**src/ess_pkg.sv**
```systemverilog
// Package of constants and types for the experiment start sync handshake
package ess_pkg;
   localparam int ESS_CLK_MHZ = 250;
   localparam int ESS_CLK_W = 32;
   localparam logic [31:0] ESS_CLK_RESET = 32'h0000_0000;
   localparam logic [31:0] ESS_CLK_INC = 32'h0000_0001;
   localparam int ESS_SYNC_STAGES = 2;

   typedef enum logic [6:0] {
      ESS_INIT = 7'b000_0001,
      ESS_READY = 7'b000_0010,
      ESS_RUN = 7'b000_0100,
      ESS_ABORT = 7'b000_1000,
      ESS_HALT_ACK = 7'b001_0000,
      ESS_IDLE = 7'b010_0000,
      ESS_ERROR = 7'b100_0000
   } ess_state_t;
endpackage : ess_pkg

```
**src/ess_sync_if.sv**
```systemverilog
// Interface carrying the synchronised partner line and its edges
`timescale 1ns/100ps
`default_nettype none
interface ess_sync_if;
   logic level;
   logic rise;
   logic fall;
   modport src (output level, output rise, output fall);
   modport dst (input level, input rise, input fall);
endinterface : ess_sync_if
`default_nettype wire

```
**src/ess_top.sv**
```systemverilog
// Simulation side of the experiment start synchronisation handshake
`timescale 1ns/100ps
`default_nettype none
module ess_top
   import ess_pkg::*;
#(
   parameter int CLK_W = ESS_CLK_W
)
(
   // Clock and reset
   input wire logic CORE_CLK,
   input wire logic RST_N,
   // Status lines
   input wire logic PARTNER_SYNC,
   output logic LOCAL_SYNC,
   // Operator controls, one-cycle pulses
   input wire logic SETUP_DONE,
   input wire logic MANUAL_ABORT,
   input wire logic MANUAL_CYCLE,
   input wire logic USER_START,
   // Experiment status
   output logic LOG_ACTIVE,
   output logic LOG_FLUSH,
   output logic LOG_DISCARD,
   output logic CLK_RUNNING,
   output logic [CLK_W-1:0] EXP_TIME,
   output logic [CLK_W-1:0] END_TIME,
   output logic [6:0] STATE
);
   ess_sync_if psync ();
   ess_state_t state_r;
   ess_state_t state_nxt;
   logic [CLK_W-1:0] time_r;
   logic [CLK_W-1:0] end_r;
   logic flush_r;
   logic discard_r;
   logic active;

   ess_line_sync u_sync (
      .clk(CORE_CLK),
      .rst_n(RST_N),
      .async_in(PARTNER_SYNC),
      .sync(psync)
   );

   assign active = (state_r == ESS_READY) || (state_r == ESS_RUN);

   always_comb
   begin
      state_nxt = state_r;
      case (state_r)
         ESS_INIT:
         begin
            if (psync.level)
               state_nxt = ESS_ERROR;
            else if (SETUP_DONE)
               state_nxt = ESS_READY;
         end
         ESS_READY:
         begin
            if (MANUAL_CYCLE)
               state_nxt = ESS_IDLE;
            else if (psync.rise)
               state_nxt = ESS_RUN;
         end
         ESS_RUN:
         begin
            if (MANUAL_ABORT || MANUAL_CYCLE)
               state_nxt = ESS_ABORT;
            else if (psync.fall)
               state_nxt = ESS_HALT_ACK;
         end
         ESS_ABORT: state_nxt = ESS_IDLE;
         ESS_HALT_ACK: state_nxt = ESS_IDLE;
         ESS_ERROR: state_nxt = ESS_IDLE;
         ESS_IDLE:
         begin
            if (USER_START)
               state_nxt = ESS_INIT;
         end
         default: state_nxt = ESS_INIT;
      endcase
   end

   always_ff @(posedge CORE_CLK or negedge RST_N)
   begin
      if (!RST_N)
         state_r <= ESS_INIT;
      else
         state_r <= state_nxt;
   end

   // Experiment clock
   always_ff @(posedge CORE_CLK or negedge RST_N)
   begin
      if (!RST_N)
         time_r <= CLK_W'(ESS_CLK_RESET);
      else if (state_r == ESS_INIT)
         time_r <= CLK_W'(ESS_CLK_RESET);
      else if (state_r == ESS_RUN)
         time_r <= time_r + CLK_W'(ESS_CLK_INC);
   end

   // End timestamp capture on halt acknowledge
   always_ff @(posedge CORE_CLK or negedge RST_N)
   begin
      if (!RST_N)
         end_r <= CLK_W'(ESS_CLK_RESET);
      else if (state_r == ESS_INIT)
         end_r <= CLK_W'(ESS_CLK_RESET);
      else if (state_r == ESS_RUN && state_nxt == ESS_HALT_ACK)
         end_r <= time_r + CLK_W'(ESS_CLK_INC);
   end

   // Log flush and discard pulses
   always_ff @(posedge CORE_CLK or negedge RST_N)
   begin
      if (!RST_N)
      begin
         flush_r <= 1'b0;
         discard_r <= 1'b0;
      end
      else
      begin
         flush_r <= (state_nxt == ESS_HALT_ACK);
         discard_r <= (state_nxt == ESS_ABORT);
      end
   end

   assign LOCAL_SYNC = active;
   assign LOG_ACTIVE = (state_r == ESS_RUN);
   assign CLK_RUNNING = (state_r == ESS_RUN);
   assign LOG_FLUSH = flush_r;
   assign LOG_DISCARD = discard_r;
   assign EXP_TIME = time_r;
   assign END_TIME = end_r;
   assign STATE = state_r;
endmodule : ess_top
`default_nettype wire

```
**src/ess_line_sync.sv**
```systemverilog
// Two-stage synchroniser and edge detector for the partner status line
`timescale 1ns/100ps
`default_nettype none
module ess_line_sync
   import ess_pkg::*;
(
   input wire logic clk,
   input wire logic rst_n,
   input wire logic async_in,
   ess_sync_if.src sync
);
   logic meta_r;
   logic stab_r;
   logic prev_r;

   // First stage is read only by the second
   always_ff @(posedge clk or negedge rst_n)
   begin
      if (!rst_n)
      begin
         meta_r <= 1'b0;
         stab_r <= 1'b0;
         prev_r <= 1'b0;
      end
      else
      begin
         meta_r <= async_in;
         stab_r <= meta_r;
         prev_r <= stab_r;
      end
   end

   assign sync.level = stab_r;
   assign sync.rise = stab_r & ~prev_r;
   assign sync.fall = ~stab_r & prev_r;
endmodule : ess_line_sync
`default_nettype wire

```
**config.mk**
```make
export PLATFORM = sky130hd
export DESIGN_NAME = ess_top
export DESIGN_NICKNAME = d
export VERILOG_FILES = /design/src/ess_pkg.sv /design/src/ess_sync_if.sv /design/src/ess_top.sv /design/src/ess_line_sync.sv
export SDC_FILE = /design/constraint.sdc
export NUM_CORES = 1
export LEC_CHECK = 0
export BUFFER_PORTS_ARGS = -buffer_cell sky130_fd_sc_hd__buf_2
export CAP_MARGIN = 30
export CORE_MARGIN = 2
export CORE_UTILIZATION = 55
export CTS_CLUSTER_DIAMETER = 80
export DETAILED_ROUTE_END_ITERATION = 10
export MAX_ROUTING_LAYER = met4
export PLACE_DENSITY = 0.83
export SYNTH_ARGS = -nofsm -noshare
export SYNTH_HDL_FRONTEND = slang
export SYNTH_SLANG_ARGS = --single-unit
```
**constraint.sdc**
```tcl
create_clock -name CORE_CLK -period 5.5 [get_ports CORE_CLK]
set_input_delay 1.375 -clock CORE_CLK [delete_from_list [all_inputs] [get_ports CORE_CLK]]
set_output_delay 1.375 -clock CORE_CLK [all_outputs]
set_load 0.005 [all_outputs]
```
Word level (Yosys, flattened, before mapping)
Cells that the tools add are included.
W data, S select, Z words.
{ "totals": {"regBits": 76, "input_bits": 7, "out_inout_bits": 76, "word_cells": 40} }
{ "classes": {"addsub": 1, "n_eq_ne": 9, "muxes": 12, "bitwise": 4, "reduce_logical": 6} }
{ "op_table": {"columns": ["op", "count"], "rows": [
  ["$mux W32", 4],
  ["$mux W7", 7],
  ["$pmux W7 S5", 1],
  ["$add A32 B1 Y32 const B", 1],
  ["$eq A7 B4 Y1 const B", 2],
  ["$eq A7 B5 Y1 const B", 2],
  ["$eq A7 B1 Y1 const B", 1],
  ["$eq A7 B2 Y1 const B", 1],
  ["$eq A7 B3 Y1 const B", 1],
  ["$eq A7 B6 Y1 const B", 1],
  ["$eq A7 B7 Y1 const B", 1],
  ["$reduce_bool A2 Y1", 2],
  ["$reduce_or A3 Y1", 1],
  ["$and A1 B1 Y1", 2],
  ["$logic_or A1 B1 Y1", 2],
  ["$not A1 Y1", 2],
  ["$logic_and A1 B1 Y1", 1]
]} }

Depth between registers and ports, before layout
Gate-level depths: netlist (run 1).
{ "logic_depth": {"ltp_word": 9, "mapped_depth": 8, "ltp_nobuf": 6} }

Hierarchy
Synthesis (run 1) repeated with hierarchy kept, for this count alone.
{ "unflattened": {"hier_cells": 412, "hier_area_um2": 3966.3} }
{ "by_module_without_submodules": {"columns": ["mod", "n_inst", "cells_each", "area_per_inst_um2", "seq_area_each_um2"], "rows": [
  ["ess_top", 1, 407, 3876.2, 1828.0],
  ["ess_line_sync", 1, 5, 90.1, 75.1]
]} }

Worst setup path before layout (run 1)
OpenSTA, ideal clock, no wires.
{ "synth_timing": {"kind": "register -> output", "startpoint": "register state_r[5], in the netlist STATE[5]", "endpoint": "output LOCAL_SYNC", "arrival_time_ns": 1.851, "required_ns": 4.125, "path_slack_ns": 2.274, "stages_incl_launch_ff": 7, "path_buffers": 3, "cell_sequence": "dfrtp_1 > or4_4 > or3_4 > buf_6 > buf_6 > clkbuf_1 > nand2_1"} }
{ "synth_via": {"elab_chain_cells": 2, "elab_cells_between_ends": 3, "classes_between": "eq/ne: 2; reduce/logical: 1"} }
{ "synth_rtl": {"columns": ["item", "line_no", "rtl"], "rows": [
  ["from (decl)", "ess_top.sv:31", "ess_state_t state_r;"],
  ["from (signal assigned)", "ess_top.sv:90", "state_r <= state_nxt;"],
  ["$eq A7 B2 Y1 or $eq A7 B3 Y1 (tied branches)", "ess_top.sv:46", "assign active = (state_r == ESS_READY) || (state_r == ESS_RUN);"],
  ["$logic_or A1 B1 Y1 (*)", "ess_top.sv:46", null],
  ["to (decl)", "ess_top.sv:15", "output logic LOCAL_SYNC,"]
]} }
Every way passes the cells marked *; elsewhere a longest branch is shown, timed or not.

Worst setup path in the final report (run 1)
{ "layout_timing": {"startpoint": "register state_r[4], in the netlist STATE[4]", "endpoint": "output LOG_ACTIVE"} }
{ "layout_via": {"elab_chain_cells": 1} }
{ "layout_rtl": {"columns": ["item", "line_no", "rtl"], "rows": [
  ["$eq A7 B3 Y1", "ess_top.sv:131", "assign LOG_ACTIVE = (state_r == ESS_RUN);"],
  ["to (decl)", "ess_top.sv:22", "output logic LOG_ACTIVE,"]
]} }
Every way passes these cells.

==> results of run 1 <==
[placed cells by master, fill, tap and decap left out, types with 6 or more instances in the layout]
cell      instances
a21oi_1          27
buf_2            81
clkbuf_8          9
dfrtp_1          75
inv_1             6
nand2_1          26
nand3_1          33
nand4_1          12
nor2_1           37
nor3_1           13
nor4_1            7
o21ai_0          45
o31ai_1          10
xnor2_1          24
xor2_1           21
[area by class of cell]
type                            count  area (um^2)  share of cell area (%)
Clock buffer                       10          128                    2.82
Tap cell                           96          120                    2.65
Inverter                            7         26.3                   0.580
Clock inverter                      6          113                    2.48
Sequential cell                    76         1900                    42.0
Multi-Input combinational cell    300         1800                    39.6
Timing Repair Buffer               84          448                    9.88
[worst min path at each step]
stage	startpoint	to	slack (ns)
floorplan	u_sync.meta_r	u_sync.sync.level	0.33
global placement	u_sync.meta_r	u_sync.sync.level	0.34
detailed placement	u_sync.meta_r	u_sync.sync.level	0.34
CTS	u_sync.meta_r	u_sync.sync.level	0.36
global route	u_sync.meta_r	u_sync.sync.level	0.37
finish	u_sync.meta_r	u_sync.sync.level	0.35
[critical path: stages (launching register included)]
cell	delay, ns
dfrtp_1	0.44
or4_4	0.56
or3_4	0.60
inv_1	0.42
buf_2	0.20
[state kept, by name, summed over array words and instances, names as in the netlist]
| signal | flops |
|---|---|
| u_sync.sync.level | 1 |
| STATE | 7 |
| EXP_TIME | 32 |
| LOG_DISCARD | 1 |
| u_sync.meta_r | 1 |
| LOG_FLUSH | 1 |
| u_sync.prev_r | 1 |
| END_TIME | 32 |
[power breakdown]
| part | internal (mW) | total, mW | switching, mW | leakage [nW] |
|---|---|---|---|---|
| logic | 0.0731 | 0.246 | 0.173 | 0.956 |
| registers | 0.575 | 0.596 | 0.0213 | 1.05 |
| clock network | 0.302 | 0.515 | 0.212 | 0.120 |
| total | 0.950 | 1.36 | 0.407 | 2.13 |
[stage by stage]
stage          util, %  cells
2_1_floorplan        -    417
3_3_place_gp      62.4    562
3_5_place_dp      62.4    562
4_1_cts           66.0    578
5_1_grt           66.4    579
6_report          66.4    579
[per-layer routing]
| metal | vias up | part of all wire, % |
|---|---|---|
| met5 | - | 0 |
| met4 | 0 | 2.3 |
| met3 | 20 | 6.0 |
| met2 | 141 | 46 |
| met1 | 1669 | 45 |
| li1 | 1597 | - |
[logic make-up after synthesis]
| kind of cell | after synthesis | share of synthesized area [%] |
|---|---|---|
| compound gates | 92 | 13.3 |
| simple gates | 162 | 22.3 |
| fa+ha+maj | 1 | 0.322 |
| buf+inv | 41 | 5.05 |
| xor+xnor | 45 | 10.1 |
| flops | 76 | 48.9 |
==> results.toml, run 1 <==
[outcome]
status = "finished, final reports clean"

[run]
max_cap_violations = 0

[route]
antenna_left = 0
drt_iter0_drc = 212
firstDrtPassIters = 5
via_per_inst = 5.92
routed_wirelength_mm = 9.58
wl_per_cell_um = 16.5
drc = 0
dr_total_vias = 3427

[min_path]
min_path_cells = 0
hold_path_class = "flop to flop"

[sta]
final.period_utilization_pct = 72.0
hold_viol = 0
finalSetupViolCount = 0
worstMarginPinSlew_ns = 0.934
finClkSkew_ns = 0.0108
hold-worst-slack_ns = 0.354
maxSlewHeadroom_pct = 37.2
period_needed_ns = 3.96
worst_slack_ns = 1.54
maxSlewViolCount = 0
final.setup.tns_ns = 0
max_freq_ghz = 0.252
rsz0062_at_grt = "false"

[clock_tree]
cts_buffers = 9
insertion_delay_ns = 0.35
cts_root_buf = "clkbuf_8"
numClockSinks = 76
post-cts-setup-buffers = 0
cts_tree = "yes"
htreeDepth = 3
cts-resized-gates = 0
clk_path_buf_depth = 2
clk_pin_slew_ns = 0.08
postCtsHoldBufs = 0

[grt]
grt_use_met2_pct = 39.0
grt_use_met1_pct = 37.6
grt_max_degree = 77
overflow = 0
antenna_found_initial = 0
top_usage_layer = "met2"
use_met3_pct = 4.34
grt.total_usage_pct = 27.0
grt_pass1_wl_mm = 15.8
grt_pass1_vias = 3199

[placement]
numPortBuffers = 82
place_ws_ns = 1.96
dp_hpwl_mm = 6.37
place_congestion = 0.931
placed_area_um2 = 4270

[yosys]
synth_cells = 417
synth_common_cells = "dfrtp_1, o21ai_0, nor2_1, nand3_1, a21oi_1"
synth_top_area_cell = "dfrtp_1"
synthesis.area_um2 = 3890
syn_nets = 425
synth.most_common_cell = "dfrtp_1"
ys_warn_count = 0
synth.distinct_cells = 48
synth-seq-cells = 76
synthTopCellsByArea = "dfrtp_1, o21ai_0, xnor2_1"
seq_area_frac_synth_pct = 48.9
syn_avg_cell_area_um2 = 9.33
synth.top_cell.area_share_pct = 48.3
synthFlopType = "dfrtp_1"
synth_edf_count = 0
synthArstFlopShare_pct = 100

[critical_path]
crit_path_end = "LOG_ACTIVE"
reg2reg_to = "END_TIME[13]"
path_class = "flop to primary output"
r2r_start = "STATE[4]"
setup.worst_path.start = "STATE[4]"
cp-start-kind = "flop"
required_ns = 4.12
end_kind = "primary output"
rrSetupSlack_ns = 2.28
ff2ff_path_depth = 6
cp.arrival_ns = 2.59
crit_fanout = 47

[power]
powerDensity_nw_per_um2 = 299
total_power_mw = 1.36
max-vdd-ir-drop_mv = 0.158
total_leakage_power_nw = 2.13

[cells_and_area]
drive_above_1_share_pct = 22.4
areaGrowthSynthToFinish_pct = 16.6
fin_nets = 486
final_area_um2 = 4530
diodes = 0
fill_cells = 596

[floorplanning]
row_count = 30
die_height_um = 88.1
die_w_um = 88.1
core_um2 = 6830
die-area_um2 = 7760
pin_count = 83
initial_core_util_pct = 56.9
(Power assumes the default switching activity.)
==> inputs of run 2 (changes only) <==
Settings changed: ABC_AREA set to 1, CORE_UTILIZATION 55 to 50, PLACE_DENSITY 0.83 to 0.8.
Clock period 5.5 ns to 3.6 ns, I/O delays scaled along.
==> run 2 against run 1 <==
Die area grew 16%. Largest power group unchanged. Largest cell class unchanged. Core utilization down 7.7 points. Clock power increased by 15%.
==> results.toml, run 2 <==
[sta]
maxSlewViolCount = 0
finalSetupViolCount = 0
finClkSkew_ns = 0.00950
final.setup.tns_ns = 0
worst_slack_ns = 0.802
maxSlewHeadroom_pct = 53.9
final.period_utilization_pct = 77.7
period_needed_ns = 2.80
hold-worst-slack_ns = 0.357
rsz0062_at_grt = "false"
worstMarginPinSlew_ns = 0.690
max_freq_ghz = 0.357
hold_viol = 0

[yosys]
synth_fa_ha_area_share_pct = 0.304
synth_cells = 564
synth.distinct_cells = 27
synthSimpleGateAreaFrac_pct = 41.4
synthesis.area_um2 = 4110
synth_common_cells = "nand2_1, dfrtp_1, nand3_1, nor2_1, nand4_1"
synth_top_area_cell = "dfrtp_1"
syn_nets = 572
synth-xor-area-share_pct = 0.213
syn_avg_cell_area_um2 = 7.29
seq_area_frac_synth_pct = 46.3
ys_warn_count = 0
synth.top_cell.area_share_pct = 45.6
synthTopCellsByArea = "dfrtp_1, nand2_1, nand3_1"
synth-seq-cells = 76
synth-compound-area-share_pct = 4.32
synthFlopType = "dfrtp_1"
muxShareOfSynthArea_pct = 0
synthArstFlopShare_pct = 100
synth.most_common_cell = "nand2_1"
synth_edf_count = 0
synth_top_family_by_area = "simple AND/OR/NAND/NOR gates"

[critical_path]
crit_path_max_incr_delay_ns = 0.45
crit_slowest_cell = "nor2_2"
crit_fanout = 13
path_class = "flop to primary output"
end_kind = "primary output"
crit_chain = "inv_1 -> nand3_2 -> nor2_2 -> buf_4 -> buf_2"
cp.arrival_ns = 1.90
cp-start-kind = "flop"
required_ns = 2.70
crit_family = "simple AND/OR/NAND/NOR gates"
path_buf_inv = 3

[grt]
antenna_found_initial = 0
grt_use_met1_pct = 36.8
use_met3_pct = 4.79
grt_pass1_vias = 3708
grt_pass1_wl_mm = 18.1
grt.total_usage_pct = 26.9
overflow = 0
grt_use_met2_pct = 40.7
grt_max_degree = 77
top_usage_layer = "met2"

[run]
max_cap_violations = 0

[min_path]
hold_path_class = "flop to flop"

[route]
dr_total_vias = 4048
routed_wirelength_mm = 11.2
wl_per_cell_um = 14.9
firstDrtPassIters = 5
antenna_left = 0
drc = 0
via_per_inst = 5.40
drt_iter0_drc = 282

[placement]
place_congestion = 0.969
place_ws_ns = 1.15
dp_hpwl_mm = 8.01
numPortBuffers = 82
placed_area_um2 = 4550
post-place-cells = 732

[power]
total_leakage_power_nw = 2.52
max-vdd-ir-drop_mv = 0.583
powerDensity_nw_per_um2 = 468

[floorplanning]
row_count = 33
die-area_um2 = 8960
die_height_um = 94.7
core_um2 = 8090
pin_count = 83
die_w_um = 94.7
initial_core_util_pct = 50.8

[cells_and_area]
final_area_um2 = 4740
final_common_cell = "nand2_1"
stdcell_count = 749
final_cell_mix = "nand2_1, buf_2, dfrtp_1"
seqCellArea_um2 = 1900
drive_above_1_share_pct = 18.9
areaGrowthSynthToFinish_pct = 15.4
fill_cells = 784
multi_input_area_um2 = 1900
diodes = 0
fin_nets = 647

[clock_tree]
clk_path_buf_depth = 2
cts_tree = "yes"
insertion_delay_ns = 0.35
numClockSinks = 76
clk_pin_slew_ns = 0.08
post-cts-setup-buffers = 0
cts_root_buf = "clkbuf_8"
htreeDepth = 3
cts_buffers = 9
postCtsHoldBufs = 0
cts-resized-gates = 0

[outcome]
status = "finished, final reports clean"
[run 2: layout make-up]
cell class | count | area share, %
Timing Repair Buffer | 86 | 9.60
Multi-Input combinational cell | 420 | 40.1
Clock inverter | 5 | 0.765
Tap cell | 105 | 2.77
Clock buffer | 11 | 2.98
Inverter | 46 | 3.64
Sequential cell | 76 | 40.1
[run 2: cell families after synthesis]
group,count (synthesis)
xor+xnor,1
buf+inv,68
compound gates,32
simple gates,386
fa+ha+maj,1
flops,76
[run 2: per-stage QoR]
stage | util [%] | power [mW]
after floorplan | - | 1.51
after global placement | 56.2 | 1.62
after detailed placement | 56.2 | 1.63
after CTS | 58.4 | 2.22
after global routing | 58.6 | 2.33
final | 58.6 | 2.22
[run 2: worst paths after layout]
kind / start / endpoint / slack [ns] / cells past startpoint
max in group asynchronous: RST_N / STATE[0] / 2.46 / 2
worst max register to register: STATE[3] / EXP_TIME[29] / 1.14 / 7
worst min-delay path: u_sync.meta_r / u_sync.sync.level / 0.36 / 0
worst max-delay path: STATE[6] / LOG_ACTIVE / 0.80 / 5
min in group asynchronous: RST_N / EXP_TIME[4] / 0.51 / 1
worst min register to register: u_sync.meta_r / u_sync.sync.level / 0.36 / 0
[run 2: power breakdown]
group	leakage [nW]	internal, mW	switching (mW)
Clock	0.0820	0.270	0.320
Combinational	1.39	0.125	0.594
Sequential	1.05	0.888	0.0234
Total	2.52	1.28	0.938
[run 2: metal layers]
metal  share of wire, %  vias up
met2                 47      144
met3                6.0       12
met4                1.3        0
li1                   -     2008
met1                 46     1884
met5                  0        -
==> inputs of run 3 (changes only) <==
Settings changed: CORE_UTILIZATION 50 to 55, PLACE_DENSITY 0.8 to 0.83.
Clock period 3.6 ns to 2.7 ns, I/O delays scaled along.
==> run 3 against run 2 <==
Total power grew 45%. Largest power group unchanged. Critical path type unchanged. Die area shrank 8.7%. Flip-flop and latch count is the same. Sequential power grew 33%. Highest routed layer unchanged. First-iteration DRC count grew 54%. Non-clock buffer count grew 1. Setup slack lost 0.49 ns. Count of clock-buffer cells in the layout grew 1. Cell count shrank 0.67%. Core utilization grew 7.6 points.
==> results.toml, run 3 (synthesized netlist as in run 2, its figures left out) <==
[cells_and_area]
drive_above_1_share_pct = 19.2
final_area_um2 = 4800
fill_cells = 630
stdcell_count = 744
post-route-util_pct = 66.2
fin_nets = 648
final_common_cell = "nand2_1"
diodes = 0
areaGrowthSynthToFinish_pct = 16.9
final_cell_mix = "nand2_1, buf_2, dfrtp_1"

[critical_path]
cp-start-kind = "flop"
end_kind = "primary output"
cp.arrival_ns = 1.71
required_ns = 2.03
crit_fanout = 20
path_class = "flop to primary output"

[floorplanning]
die_w_um = 90.5
die_height_um = 90.5
row_count = 31
die-area_um2 = 8180
initial_core_util_pct = 56.7
pin_count = 83
core_um2 = 7250

[grt]
use_met3_pct = 4.34
grt_max_degree = 82
grt_use_met1_pct = 39.3
grt_use_met2_pct = 45.7
grt_pass1_vias = 3986
antenna_found_initial = 0
top_usage_layer = "met2"
overflow = 0
grt_pass1_wl_mm = 19.2
grt.total_usage_pct = 29.7

[clock_tree]
numClockSinks = 76
cts_root_buf = "clkbuf_8"
htreeDepth = 3
insertion_delay_ns = 0.36
cts_tree = "yes"
post-cts-setup-buffers = 0
cts_buffers = 9
cts-resized-gates = 0
clk_path_buf_depth = 2
clk_pin_slew_ns = 0.08
postCtsHoldBufs = 0

[sta]
hold_viol = 0
max_freq_ghz = 0.418
maxSlewHeadroom_pct = 46.0
rsz0062_at_grt = "false"
hold-worst-slack_ns = 0.276
worst_slack_ns = 0.310
final.period_utilization_pct = 88.5
worstMarginPinSlew_ns = 0.810
finalSetupViolCount = 0
final.setup.tns_ns = 0
maxSlewViolCount = 0
finClkSkew_ns = 0.00936
period_needed_ns = 2.39

[route]
firstDrtPassIters = 6
dr_total_vias = 4177
antenna_left = 0
wl_per_cell_um = 15.2
via_per_inst = 5.61
drc = 0
drt_iter0_drc = 435
routed_wirelength_mm = 11.3

[placement]
dp_hpwl_mm = 7.91
place_ws_ns = 0.224
place_congestion = 0.988
placed_area_um2 = 4560
numPortBuffers = 82
post-place-cells = 727

[power]
max-vdd-ir-drop_mv = 0.809
total_leakage_power_nw = 2.57
powerDensity_nw_per_um2 = 670
total_power_mw = 3.22

[run]
max_cap_violations = 0

[outcome]
status = "finished, final reports clean"

[min_path]
hold_path_class = "primary input to asynchronous set/reset pin"
==> run 3: changes by cell type in the layout (fill, tap and decap cells not counted) <==
cell,before,now
bufinv_16,0,2
inv_6,1,0
clkbuf_8,10,12
clkbuf_1,1,0
clkinvlp_4,3,0
buf_6,0,1
clkinv_2,1,2
==> run 3: layout make-up <==
cell class | instances | area (um^2) | share of cell area [%]
well taps | 99 | 124 | 2.58
multi-input cells | 420 | 1900 | 39.6
flip-flops and latches | 76 | 1900 | 39.6
clock buffers | 12 | 165 | 3.44
repair buffers | 87 | 467 | 9.71
inverters | 46 | 173 | 3.59
clock inverters | 4 | 70.1 | 1.46
==> run 3: path summary, 6_finish.rpt <==
check | from | end | slack [ns] | cells past startpoint
min reg2reg | u_sync.meta_r | u_sync.sync.level | 0.36 | 0
max reg2reg | STATE[6] | END_TIME[13] | 0.52 | 8
max | STATE[6] | LOCAL_SYNC | 0.31 | 7
min in group CORE_CLK | u_sync.meta_r | u_sync.sync.level | 0.36 | 0
min | RST_N | END_TIME[3] | 0.28 | 1
max in group asynchronous | RST_N | STATE[0] | 1.78 | 2
==> run 3: routing by layer <==
layer	part of all wire (%)	wire (um)
met1	43	4860
met2	47	5300
met3	7.2	814
met4	2.9	329
met5	0	0
==> run 3: critical path: stages, from the launching register on <==
cell     delay [ns]
dfrtp_1        0.41
inv_1          0.09
nand3_2        0.13
nor2_2         0.18
buf_4          0.29
nor2_1         0.10
inv_1          0.05
buf_2          0.10
==> run 3: power by group <==
group / switching [mW] / total, mW / internal [mW]
Clock: 0.419 / 1.01 / 0.593
Sequential: 0.0302 / 1.21 / 1.18
Combinational: 0.803 / 0.991 / 0.188
Total: 1.25 / 3.22 / 1.97
